## config.mk

```make
export PLATFORM = sky130hd
export DESIGN_NAME = channel_pair_config_frames
export DESIGN_NICKNAME = d
export VERILOG_FILES = /design/src/rtl/cfg_frame_pkg.sv /design/src/rtl/spi_frame_if.sv /design/src/rtl/channel_pair_config_frames.sv /design/src/rtl/spi_frame_shifter.sv
export SDC_FILE = /design/constraint.sdc
export NUM_CORES = 1
export LEC_CHECK = 0
export ABC_AREA = 0
export BUFFER_PORTS_ARGS = -buffer_cell sky130_fd_sc_hd__buf_2
export CAP_MARGIN = 20
export CORE_MARGIN = 5
export CORE_UTILIZATION = 37
export DETAILED_ROUTE_END_ITERATION = 16
export PLACE_DENSITY_LB_ADDON = 0.25
export SETUP_SLACK_MARGIN = 0.5
export SYNTH_ARGS = -nofsm -noshare
export SYNTH_HDL_FRONTEND = slang
export SYNTH_SLANG_ARGS = --single-unit
```

## constraint.sdc

```tcl
create_clock -name core_clk_in -period 2.35 [get_ports core_clk_in]
set_input_delay 0.1175 -clock core_clk_in [delete_from_list [all_inputs] [get_ports core_clk_in]]
set_output_delay 0.1175 -clock core_clk_in [all_outputs]
set_load 0.01 [all_outputs]
```

## src/rtl/cfg_frame_pkg.sv

```systemverilog
// constants for the channel pair configuration frames
package cfg_frame_pkg;

    // ****************************************
    // frame layout
    // ****************************************
    localparam int FRAME_W = 32;
    localparam int CNT_W = 6;
    localparam logic [CNT_W-1:0] FRAME_BITS = 6'h20;
    localparam logic [CNT_W-1:0] CNT_SAT = 6'h21;
    localparam int CODE_HI = 31;
    localparam int CODE_LO = 28;
    localparam int RW_BIT = 27;
    localparam int CFG_HI = 26;
    localparam int CFG_LO = 1;
    localparam int PARITY_BIT = 0;
    localparam logic [3:0] CODE_CH7 = 4'h7;
    localparam logic [3:0] CODE_CH8 = 4'h8;

    // ****************************************
    // field positions
    // ****************************************
    localparam int BRIDGE_BIT = 26;
    localparam int MASK_BIT = 25;
    localparam int PH_BIT = 24;
    localparam int TDIAG_HI = 23;
    localparam int TDIAG_LO = 22;
    localparam int RDSEL_BIT = 21;
    localparam int THR_HI = 20;
    localparam int THR_LO = 15;
    localparam int TCOMP_HI = 14;
    localparam int TCOMP_LO = 13;
    localparam int BATT_BIT = 12;
    localparam int BLANK_HI = 11;
    localparam int BLANK_LO = 9;
    localparam int REENG_BIT = 8;
    localparam int SENSE_BIT = 7;
    localparam int OLI_BIT = 6;
    localparam int GCC_HI = 5;
    localparam int GCC_LO = 4;
    localparam int NP_BIT = 3;
    localparam int SIDE_BIT = 2;
    localparam int EN_BIT = 1;

    // ****************************************
    // reset images
    // ****************************************
    localparam logic [31:0] CH7_RST = 32'h7ac00000;
    localparam logic [31:0] CH8_RST = 32'h88c00001;
    localparam logic [31:0] IDLE_WORD = 32'h00000000;

    // ****************************************
    // timing
    // ****************************************
    localparam int CLK_PERIOD_NS = 25;
    localparam int TDIAG0_NS = 25600;
    localparam int TDIAG1_NS = 61200;
    localparam int TDIAG2_NS = 105600;
    localparam int TDIAG3_NS = 150000;
    localparam int BLANK0_NS = 11100;
    localparam int BLANK1_NS = 15600;
    localparam int BLANK2_NS = 20000;
    localparam int BLANK3_NS = 31100;
    localparam int BLANK4_NS = 42200;
    localparam int BLANK5_NS = 53300;
    localparam int BLANK6_NS = 97800;
    localparam int BLANK7_NS = 142200;
    localparam int CYC_W = 13;

endpackage

```

## src/rtl/spi_frame_if.sv

```systemverilog
// carrier between the serial shifter and the configuration core
`timescale 1ns/10ps
`default_nettype none
interface spi_frame_if;
    logic frame_valid;
    logic [31:0] frame_data;
    logic [31:0] tx_word;
    modport link (output frame_valid, output frame_data, input tx_word);
    modport core (input frame_valid, input frame_data, output tx_word);
endinterface
`default_nettype wire

```

## src/rtl/channel_pair_config_frames.sv

```systemverilog
// configuration frames for channels seven and eight
//
// Function
// channel-eight frame code 1000 in top bits
// read/write bit: 0 writes, 1 reads only
// bit zero is even parity over frame; the code sets it so the whole frame holds an odd count of ones
// bridge enable groups channels five to eight
// masking bit picks peak-hold open-load report
// peak-hold enable configures channels five to eight
// two-bit off-state diagnostic time, resets 11
// diagnostic time ignored if bridge without extension
// readback select: fixed or compensated threshold
// six-bit overcurrent threshold, resets zero
// two-bit temperature compensation, resets 00
// battery compensation bit, resets zero
// three-bit overcurrent blanking time table
// shunt mode: blanking only times diagnostic
// re-engagement strategy after overcurrent shutdown
// sense method: drain-source or shunt
// open-load current: 100 uA or 1 mA
// two-bit gate current select, resets 00
// n- or p-channel for high side
// side select: low or high side
// output enable bit, resets off
// all fields reset on power-on and pin
`timescale 1ns/10ps
`default_nettype none
module channel_pair_config_frames #(
    parameter int TDIAG2_CYC = cfg_frame_pkg::TDIAG2_NS / cfg_frame_pkg::CLK_PERIOD_NS,
    parameter int TDIAG3_CYC = cfg_frame_pkg::TDIAG3_NS / cfg_frame_pkg::CLK_PERIOD_NS,
    parameter int BLANK7_CYC = cfg_frame_pkg::BLANK7_NS / cfg_frame_pkg::CLK_PERIOD_NS
) (
    input wire logic core_clk_in,
    input wire logic reset_in,
    input wire logic external_reset_low_in,
    input wire logic sck_in,
    input wire logic cs_low_in,
    input wire logic mosi_in,
    input wire logic bridge2_tdiag_ext_in,
    output logic miso_out,
    output logic miso_oe_out,
    output logic second_bridge_enable_out,
    output logic second_peak_hold_enable_out,
    output logic second_peak_hold_openload_masking_out,
    output logic [3:0] bridge_group_out,
    output logic [3:0] peak_hold_group_out,
    output logic openload_no_diag_report_out,
    output logic [1:0] tdiag_select_out,
    output logic [1:0] tdiag_active_out,
    output logic [1:0][12:0] tdiag_cycles_out,
    output logic [1:0] threshold_readback_select_out,
    output logic [1:0][5:0] overcurrent_threshold_out,
    output logic [1:0][1:0] temperature_compensation_out,
    output logic [1:0] battery_compensation_out,
    output logic [1:0][2:0] overcurrent_blanking_out,
    output logic [1:0][12:0] oc_blank_cycles_out,
    output logic [1:0] vds_blanking_active_out,
    output logic [1:0] reengage_strategy_out,
    output logic [1:0] sense_method_select_out,
    output logic [1:0] openload_current_high_out,
    output logic [1:0][1:0] gate_current_select_out,
    output logic [1:0] pchannel_select_out,
    output logic [1:0] side_select_out,
    output logic [1:0] output_enable_out
);
    localparam int CW = cfg_frame_pkg::CYC_W;
    localparam int TDIAG0_CYC = cfg_frame_pkg::TDIAG0_NS / cfg_frame_pkg::CLK_PERIOD_NS;
    localparam int TDIAG1_CYC = cfg_frame_pkg::TDIAG1_NS / cfg_frame_pkg::CLK_PERIOD_NS;
    localparam int BLANK0_CYC = cfg_frame_pkg::BLANK0_NS / cfg_frame_pkg::CLK_PERIOD_NS;
    localparam int BLANK1_CYC = cfg_frame_pkg::BLANK1_NS / cfg_frame_pkg::CLK_PERIOD_NS;
    localparam int BLANK2_CYC = cfg_frame_pkg::BLANK2_NS / cfg_frame_pkg::CLK_PERIOD_NS;
    localparam int BLANK3_CYC = cfg_frame_pkg::BLANK3_NS / cfg_frame_pkg::CLK_PERIOD_NS;
    localparam int BLANK4_CYC = cfg_frame_pkg::BLANK4_NS / cfg_frame_pkg::CLK_PERIOD_NS;
    localparam int BLANK5_CYC = cfg_frame_pkg::BLANK5_NS / cfg_frame_pkg::CLK_PERIOD_NS;
    localparam int BLANK6_CYC = cfg_frame_pkg::BLANK6_NS / cfg_frame_pkg::CLK_PERIOD_NS;

    // ****************************************
    // helpers
    // ****************************************
    // odd parity: one when the other 31 bits hold an even count of ones
    function automatic logic parity_of(input logic [31:0] w);
        parity_of = ~(^w[31:1]);
    endfunction

    // stored image: own code, read bit shown as one, fresh parity
    function automatic logic [31:0] make_image(input logic [3:0] code, input logic [31:0] w);
        logic [31:0] t;
        t = {code, 1'b1, w[cfg_frame_pkg::CFG_HI:cfg_frame_pkg::CFG_LO], 1'b0};
        t[cfg_frame_pkg::PARITY_BIT] = parity_of(t);
        make_image = t;
    endfunction

    function automatic logic [CW-1:0] tdiag_cycles(input logic [1:0] code);
        unique case (code)
            2'h0: tdiag_cycles = CW'(TDIAG0_CYC);
            2'h1: tdiag_cycles = CW'(TDIAG1_CYC);
            2'h2: tdiag_cycles = CW'(TDIAG2_CYC);
            2'h3: tdiag_cycles = CW'(TDIAG3_CYC);
        endcase
    endfunction

    function automatic logic [CW-1:0] blank_cycles(input logic [2:0] code);
        unique case (code)
            3'h0: blank_cycles = CW'(BLANK0_CYC);
            3'h1: blank_cycles = CW'(BLANK1_CYC);
            3'h2: blank_cycles = CW'(BLANK2_CYC);
            3'h3: blank_cycles = CW'(BLANK3_CYC);
            3'h4: blank_cycles = CW'(BLANK4_CYC);
            3'h5: blank_cycles = CW'(BLANK5_CYC);
            3'h6: blank_cycles = CW'(BLANK6_CYC);
            3'h7: blank_cycles = CW'(BLANK7_CYC);
        endcase
    endfunction

    // ****************************************
    // serial link
    // ****************************************
    spi_frame_if link_if ();

    spi_frame_shifter u_shifter (
        .core_clk_in(core_clk_in),
        .reset_in(reset_in),
        .sck_in(sck_in),
        .cs_low_in(cs_low_in),
        .mosi_in(mosi_in),
        .miso_out(miso_out),
        .miso_oe_out(miso_oe_out),
        .link(link_if.link)
    );

    // ****************************************
    // reset pin synchroniser
    // ****************************************
    logic ext_s1_r, ext_s2_r;

    always_ff @(posedge core_clk_in) begin
        if (reset_in) begin
            ext_s1_r <= 1'b1;
            ext_s2_r <= 1'b1;
        end else begin
            ext_s1_r <= external_reset_low_in;
            ext_s2_r <= ext_s1_r;
        end
    end

    wire cfg_clear = reset_in | ~ext_s2_r;

    // ****************************************
    // command decode
    // ****************************************
    wire [31:0] rx = link_if.frame_data;
    wire [3:0] rx_code = rx[cfg_frame_pkg::CODE_HI:cfg_frame_pkg::CODE_LO];
    wire parity_ok = rx[cfg_frame_pkg::PARITY_BIT] == parity_of(rx);
    wire is_ch7 = rx_code == cfg_frame_pkg::CODE_CH7;
    wire is_ch8 = rx_code == cfg_frame_pkg::CODE_CH8;
    wire cmd_ok = link_if.frame_valid & parity_ok & (is_ch7 | is_ch8);
    wire do_write = cmd_ok & ~rx[cfg_frame_pkg::RW_BIT];
    wire wr7 = do_write & is_ch7;
    wire wr8 = do_write & is_ch8;

    // ****************************************
    // configuration images
    // ****************************************
    logic [31:0] cfg7_r, cfg8_r;
    logic resp_valid_r, resp_ch8_r;

    always_ff @(posedge core_clk_in) begin
        if (cfg_clear) begin
            cfg7_r <= cfg_frame_pkg::CH7_RST;
            cfg8_r <= cfg_frame_pkg::CH8_RST;
        end else begin
            if (wr7) begin
                cfg7_r <= make_image(cfg_frame_pkg::CODE_CH7, rx);
            end
            if (wr8) begin
                cfg8_r <= make_image(cfg_frame_pkg::CODE_CH8, rx);
            end
        end
    end

    // answer to the last good command goes out in the next frame
    always_ff @(posedge core_clk_in) begin
        if (cfg_clear) begin
            resp_valid_r <= 1'b0;
            resp_ch8_r <= 1'b0;
        end else if (cmd_ok) begin
            resp_valid_r <= 1'b1;
            resp_ch8_r <= is_ch8;
        end
    end

    assign link_if.tx_word = !resp_valid_r ? cfg_frame_pkg::IDLE_WORD :
                             (resp_ch8_r ? cfg8_r : cfg7_r);

    // ****************************************
    // field outputs
    // ****************************************
    wire [1:0][31:0] img = {cfg8_r, cfg7_r};

    assign second_bridge_enable_out = cfg8_r[cfg_frame_pkg::BRIDGE_BIT];
    assign second_peak_hold_enable_out = cfg8_r[cfg_frame_pkg::PH_BIT];
    assign second_peak_hold_openload_masking_out = cfg8_r[cfg_frame_pkg::MASK_BIT];

    for (genvar c = 0; c < 2; c++) begin : g_ch
        assign tdiag_select_out[c] = 1'b0;
        assign threshold_readback_select_out[c] = img[c][cfg_frame_pkg::RDSEL_BIT];
        assign overcurrent_threshold_out[c] =
            img[c][cfg_frame_pkg::THR_HI:cfg_frame_pkg::THR_LO];
        assign temperature_compensation_out[c] =
            img[c][cfg_frame_pkg::TCOMP_HI:cfg_frame_pkg::TCOMP_LO];
        assign battery_compensation_out[c] = img[c][cfg_frame_pkg::BATT_BIT];
        assign overcurrent_blanking_out[c] =
            img[c][cfg_frame_pkg::BLANK_HI:cfg_frame_pkg::BLANK_LO];
        assign reengage_strategy_out[c] = img[c][cfg_frame_pkg::REENG_BIT];
        assign sense_method_select_out[c] = img[c][cfg_frame_pkg::SENSE_BIT];
        assign openload_current_high_out[c] = img[c][cfg_frame_pkg::OLI_BIT];
        assign gate_current_select_out[c] =
            img[c][cfg_frame_pkg::GCC_HI:cfg_frame_pkg::GCC_LO];
        assign pchannel_select_out[c] = img[c][cfg_frame_pkg::NP_BIT];
        assign side_select_out[c] = img[c][cfg_frame_pkg::SIDE_BIT];
        assign output_enable_out[c] = img[c][cfg_frame_pkg::EN_BIT];
    end

    // ****************************************
    // derived controls, registered
    // ****************************************
    logic [3:0] bridge_group_r, ph_group_r;
    logic no_diag_r;
    logic [1:0] tdiag_active_r, vds_blank_r;
    logic [1:0][CW-1:0] tdiag_cyc_r, blank_cyc_r;

    wire bridge_on = cfg8_r[cfg_frame_pkg::BRIDGE_BIT];
    wire ph_on = cfg8_r[cfg_frame_pkg::PH_BIT];
    wire tdiag_used = ~(bridge_on & ~bridge2_tdiag_ext_in);

    always_ff @(posedge core_clk_in) begin
        if (cfg_clear) begin
            bridge_group_r <= 4'h0;
            ph_group_r <= 4'h0;
            no_diag_r <= 1'b0;
            tdiag_active_r <= 2'h0;
            vds_blank_r <= 2'h0;
            tdiag_cyc_r <= '0;
            blank_cyc_r <= '0;
        end else begin
            bridge_group_r <= {4{bridge_on}};
            ph_group_r <= {4{ph_on}};
            no_diag_r <= ph_on & cfg8_r[cfg_frame_pkg::MASK_BIT];
            for (int c = 0; c < 2; c++) begin
                tdiag_active_r[c] <= tdiag_used;
                tdiag_cyc_r[c] <= tdiag_cycles(
                    img[c][cfg_frame_pkg::TDIAG_HI:cfg_frame_pkg::TDIAG_LO]);
                blank_cyc_r[c] <= blank_cycles(
                    img[c][cfg_frame_pkg::BLANK_HI:cfg_frame_pkg::BLANK_LO]);
                vds_blank_r[c] <= ~img[c][cfg_frame_pkg::SENSE_BIT];
            end
        end
    end

    assign bridge_group_out = bridge_group_r;
    assign peak_hold_group_out = ph_group_r;
    assign openload_no_diag_report_out = no_diag_r;
    assign tdiag_active_out = tdiag_active_r;
    assign tdiag_cycles_out = tdiag_cyc_r;
    assign oc_blank_cycles_out = blank_cyc_r;
    assign vds_blanking_active_out = vds_blank_r;
endmodule
`default_nettype wire

```

## src/rtl/spi_frame_shifter.sv

```systemverilog
// 32-bit serial slave shifter, mode 0, msb first
`timescale 1ns/10ps
`default_nettype none
module spi_frame_shifter (
    input wire logic core_clk_in,
    input wire logic reset_in,
    input wire logic sck_in,
    input wire logic cs_low_in,
    input wire logic mosi_in,
    output logic miso_out,
    output logic miso_oe_out,
    spi_frame_if.link link
);
    logic sck_s1_r, sck_s2_r, sck_s3_r;
    logic cs_s1_r, cs_s2_r, cs_s3_r;
    logic mosi_s1_r, mosi_s2_r;
    logic [31:0] rx_r;
    logic [31:0] tx_r;
    logic [cfg_frame_pkg::CNT_W-1:0] cnt_r;
    logic valid_r;
    logic miso_r;
    logic oe_r;

    wire sck_rise = sck_s2_r & ~sck_s3_r;
    wire sck_fall = ~sck_s2_r & sck_s3_r;
    wire cs_fall = ~cs_s2_r & cs_s3_r;
    wire cs_rise = cs_s2_r & ~cs_s3_r;
    wire active = ~cs_s2_r;

    always_ff @(posedge core_clk_in) begin
        if (reset_in) begin
            sck_s1_r <= 1'b0;
            sck_s2_r <= 1'b0;
            sck_s3_r <= 1'b0;
            cs_s1_r <= 1'b1;
            cs_s2_r <= 1'b1;
            cs_s3_r <= 1'b1;
            mosi_s1_r <= 1'b0;
            mosi_s2_r <= 1'b0;
        end else begin
            sck_s1_r <= sck_in;
            sck_s2_r <= sck_s1_r;
            sck_s3_r <= sck_s2_r;
            cs_s1_r <= cs_low_in;
            cs_s2_r <= cs_s1_r;
            cs_s3_r <= cs_s2_r;
            mosi_s1_r <= mosi_in;
            mosi_s2_r <= mosi_s1_r;
        end
    end

    // receive side; frames not exactly 32 clocks long are dropped
    always_ff @(posedge core_clk_in) begin
        if (reset_in) begin
            rx_r <= cfg_frame_pkg::IDLE_WORD;
            cnt_r <= '0;
            valid_r <= 1'b0;
        end else begin
            valid_r <= cs_rise && (cnt_r == cfg_frame_pkg::FRAME_BITS);
            if (cs_fall) begin
                cnt_r <= '0;
            end else if (active && sck_rise) begin
                rx_r <= {rx_r[30:0], mosi_s2_r};
                if (cnt_r != cfg_frame_pkg::CNT_SAT) begin
                    cnt_r <= cnt_r + 6'h01;
                end
            end
        end
    end

    // transmit side: first bit at select, next ones on falling clock
    always_ff @(posedge core_clk_in) begin
        if (reset_in) begin
            tx_r <= cfg_frame_pkg::IDLE_WORD;
            miso_r <= 1'b0;
            oe_r <= 1'b0;
        end else begin
            oe_r <= active;
            if (cs_fall) begin
                tx_r <= link.tx_word;
                miso_r <= link.tx_word[31];
            end else if (active && sck_fall) begin
                tx_r <= {tx_r[30:0], 1'b0};
                miso_r <= tx_r[30];
            end
        end
    end

    assign link.frame_valid = valid_r;
    assign link.frame_data = rx_r;
    assign miso_out = miso_r;
    assign miso_oe_out = oe_r;
endmodule
`default_nettype wire

```

==> metrics.yaml <==
finish:
  seq_area_um2: 3580
  fin_area_um2: 8910
  fill_cells: 2018
  nets: 939
  antenna_cells: 0
  utilization_pct: 43.9
  multiInputGateArea_um2: 3440
  drive_above_1_share_pct: 22.2
  area_growth_pct: 16.5
placement:
  postPlaceCellArea_um2: 8090
  hpwl_um: 11400
  place.gp.congestion: 0.746
  preCtsSetupSlack_ps: 120
  io_buffers: 106
worst_setup_path:
  arrival_ps: 2520
  worstReg2RegEnd: "cfg8_r[25]$_SDFFE_PP0P_"
  r2r_start: "u_shifter.link.frame_data[3]$_SDFFE_PP0P_"
  path_max_fanout: 6
  startpoint_type: "register"
  reg2reg_slack_ps: 130
  critPathCaptureType: "register"
  r2r_cells: 8
  required_ps: 2650
  path_class: "register to register"
sta:
  relSlewSlack_pct: 43.8
  fin_ws_ps: 129
  clock_skew_ps: 11.5
  fin_crit_ps: 2220
  final.period_utilization_pct: 94.5
  fmax_mhz: 450
  setup_viol: 0
  setup_tns_ps: 0
  finalHoldViolCount: 0
  worstMarginPinSlew_ps: 843
  maxSlewViolCount: 0
  rsz0062_at_grt: "true"
logic_synthesis:
  seq_area_frac_synth_pct: 46.6
  synth-edff-count: 0
  synth_cell_types: 41
  synthFlopType: "dfxtp_1"
  syn_area_um2: 7650
  avgSynthCellArea_um2: 8.96
  ys_warn_count: 0
  ys_ff_latch: 178
  synthCells: 854
  synth-async-reset-ratio_pct: 0
routing:
  drtIter0Drc: 385
  drtPass1Iterations: 4
  wl_per_cell_um: 14.7
  drc: 0
  num_vias: 5526
  totalWireLength_um: 17400
  antenna_left: 0
  vias_per_cell: 4.64
floorplanning:
  initial_core_util_pct: 37.7
  core_um2: 20300
  die_width_um: 154
  io_pins: 121
  rows: 52
  die_y_um: 154
  die_area_um2: 23700
min_path:
  hp-start: "reset_in"
  hp-class: "input pin to register"
  hold-path-endpoint: "tdiag_active_out[0]$_SDFF_PP0_"
  min_path_cells: 3
global_routing:
  first_global_vias: 5369
  antenna_found_initial: 0
  grt_max_degree: 77
  grt_use_total_pct: 14.6
  grt_pass1_wl_um: 28300
  grt-ovfl-total: 0
pwr:
  p_total_uw: 6320
  ir_worst_vdd_mv: 0.432
  power.density_nw_per_um2: 709
  p_leak_uw: 0.00372
flow_run:
  cap_violations: 0
status:
  status: "completed"
clocking:
  cts_max_path_buffers: 2
  cts_buffers: 17
  cts_tree: "built"
  clkLatencyLatePin_ps: 420
  cts_root_buf: "clkbuf_16"
  htreeDepth: 4
  cts.sinks: 178
  path_clk_slew_ps: 60
[sequential cells by signal, summed over array words and instances (netlist names), 2 cells and up]
name / count
u_shifter.cnt_r: 6
tdiag_cycles_out: 12
cfg7_r: 27
u_shifter.tx_r: 31
cfg8_r: 27
oc_blank_cycles_out: 22
u_shifter.link.frame_data: 32
vds_blanking_active_out: 2
[worst max-delay path by stage]
stage | start | to | depth (start not counted)
after CTS | u_shifter.link.frame_data[3]$_SDFFE_PP0P_ | cfg8_r[22]$_SDFFE_PP1P_ | 7
after global placement | u_shifter.link.frame_data[3]$_SDFFE_PP0P_ | cfg7_r[15]$_SDFFE_PP0P_ | 6
after global routing | u_shifter.link.frame_data[13]$_SDFFE_PP0P_ | cfg8_r[25]$_SDFFE_PP0P_ | 8
final | u_shifter.link.frame_data[3]$_SDFFE_PP0P_ | cfg8_r[25]$_SDFFE_PP0P_ | 8
after detailed placement | u_shifter.link.frame_data[17]$_SDFFE_PP0P_ | cfg7_r[17]$_SDFFE_PP0P_ | 6
after floorplan | u_shifter.link.frame_data[3]$_SDFFE_PP0P_ | cfg8_r[24]$_SDFFE_PP0P_ | 7
[repair_timing]
action	CTS	global route
setup endpoints to repair	55	108
pin swaps	2	5
setup buffers	4	2
gates resized for setup	10	15
hold buffers	5	0
gates cloned	0	1
endpoints found under the hold margin	5	0
[synth_stat cells, types with 3 or more instances]
library cell | count | area [um2]
ha_1 | 25 | 313
inv_1 | 17 | 63.8
a21oi_1 | 54 | 270
buf_6 | 3 | 33.8
nor2_1 | 87 | 327
a311oi_1 | 27 | 236
nor2b_1 | 8 | 50.1
xor2_1 | 6 | 52.6
or2_2 | 5 | 31.3
nor3_1 | 5 | 25.0
mux2i_1 | 55 | 551
and3_1 | 4 | 25.0
clkbuf_1 | 43 | 161
nand2_1 | 177 | 664
a22oi_1 | 26 | 195
buf_4 | 69 | 518
and2_1 | 7 | 43.8
xnor2_1 | 24 | 210
o21ai_0 | 5 | 25.0
dfxtp_1 | 178 | 3560
nand2b_1 | 3 | 18.8
[per-stage QoR]
| step | hold WS, ps | cells |
|---|---|---|
| floorplan | 221 | 867 |
| global placement | 304 | 1146 |
| detailed placement | 306 | 1146 |
| CTS | 38.4 | 1187 |
| global route | 73.0 | 1190 |
| finish | 53.7 | 1190 |
[power breakdown]
group / internal (uW) / switching (uW) / total, uW / leakage, uW
Sequential: 3080 / 24.8 / 3100 / 0.00146
Clock: 1770 / 1200 / 2970 / 0.000306
Combinational: 87.2 / 163 / 251 / 0.00195
[final cells by class]
cell class	count	share of cell area (%)
Clock buffer	21	5.28
Inverter	17	0.716
Timing Repair Buffer	138	9.66
Sequential cell	178	40.2
Clock inverter	11	1.68
Multi-Input combinational cell	555	38.6
Tap cell	270	3.79
[worst max-delay path, cell delays in order, from the launching register on]
cell,delay (ps)
dfxtp_4,350
xnor2_2,170
xnor2_1,140
xnor3_1,420
xnor3_2,250
buf_12,160
buf_6,120
mux2_4,360
mux2i_1,140
[cell families (layout without fill, tap and decap cells)]
logic type,Yosys count,in the layout,synth area share (%)
AO/OA/AOI/OAI,117,117,10.0
XOR/XNOR,33,33,4.25
adder cells (fa/ha/maj),25,25,4.09
buffers and inverters,135,187,10.4
flip-flops,178,178,46.6
multiplexers,60,61,8.21
other,1,14,0.0490
AND/OR/NAND/NOR,305,305,16.4
[cells in the final DEF (no fill, tap or decap), types with 2 or more instances in the layout]
master,count
ha_1,25
o21ai_0,5
nor2_2,2
and2_1,7
nor2b_1,7
dlygate4sd3_1,5
a21oi_1,53
mux2_4,4
buf_4,18
nor2_1,84
conb_1,14
inv_1,17
nand2_1,177
mux2i_4,2
bufinv_16,3
nor4b_1,2
inv_6,2
a311oi_1,27
nor3_1,5
dfxtp_1,163
nand4_1,2
clkbuf_8,3
xnor2_1,20
xnor2_2,5
and3_1,4
buf_2,106
dfxtp_2,14
a22oi_1,26
buf_12,5
xor2_1,5
clkbuf_16,17
buf_6,4
or2_2,4
clkinv_2,3
nand2b_1,3
mux2i_1,55
[metal layers]
layer | part of all wire, % | routed length, um | global-route usage [%]
met3 | 5.1 | 895 | 3.26
met5 | 0 | 0 | 0
met4 | 0.92 | 160 | 4.67
met2 | 46 | 8060 | 23.6
met1 | 48 | 8320 | 19.4
Note: power is estimated with default switching activity, not from simulation.
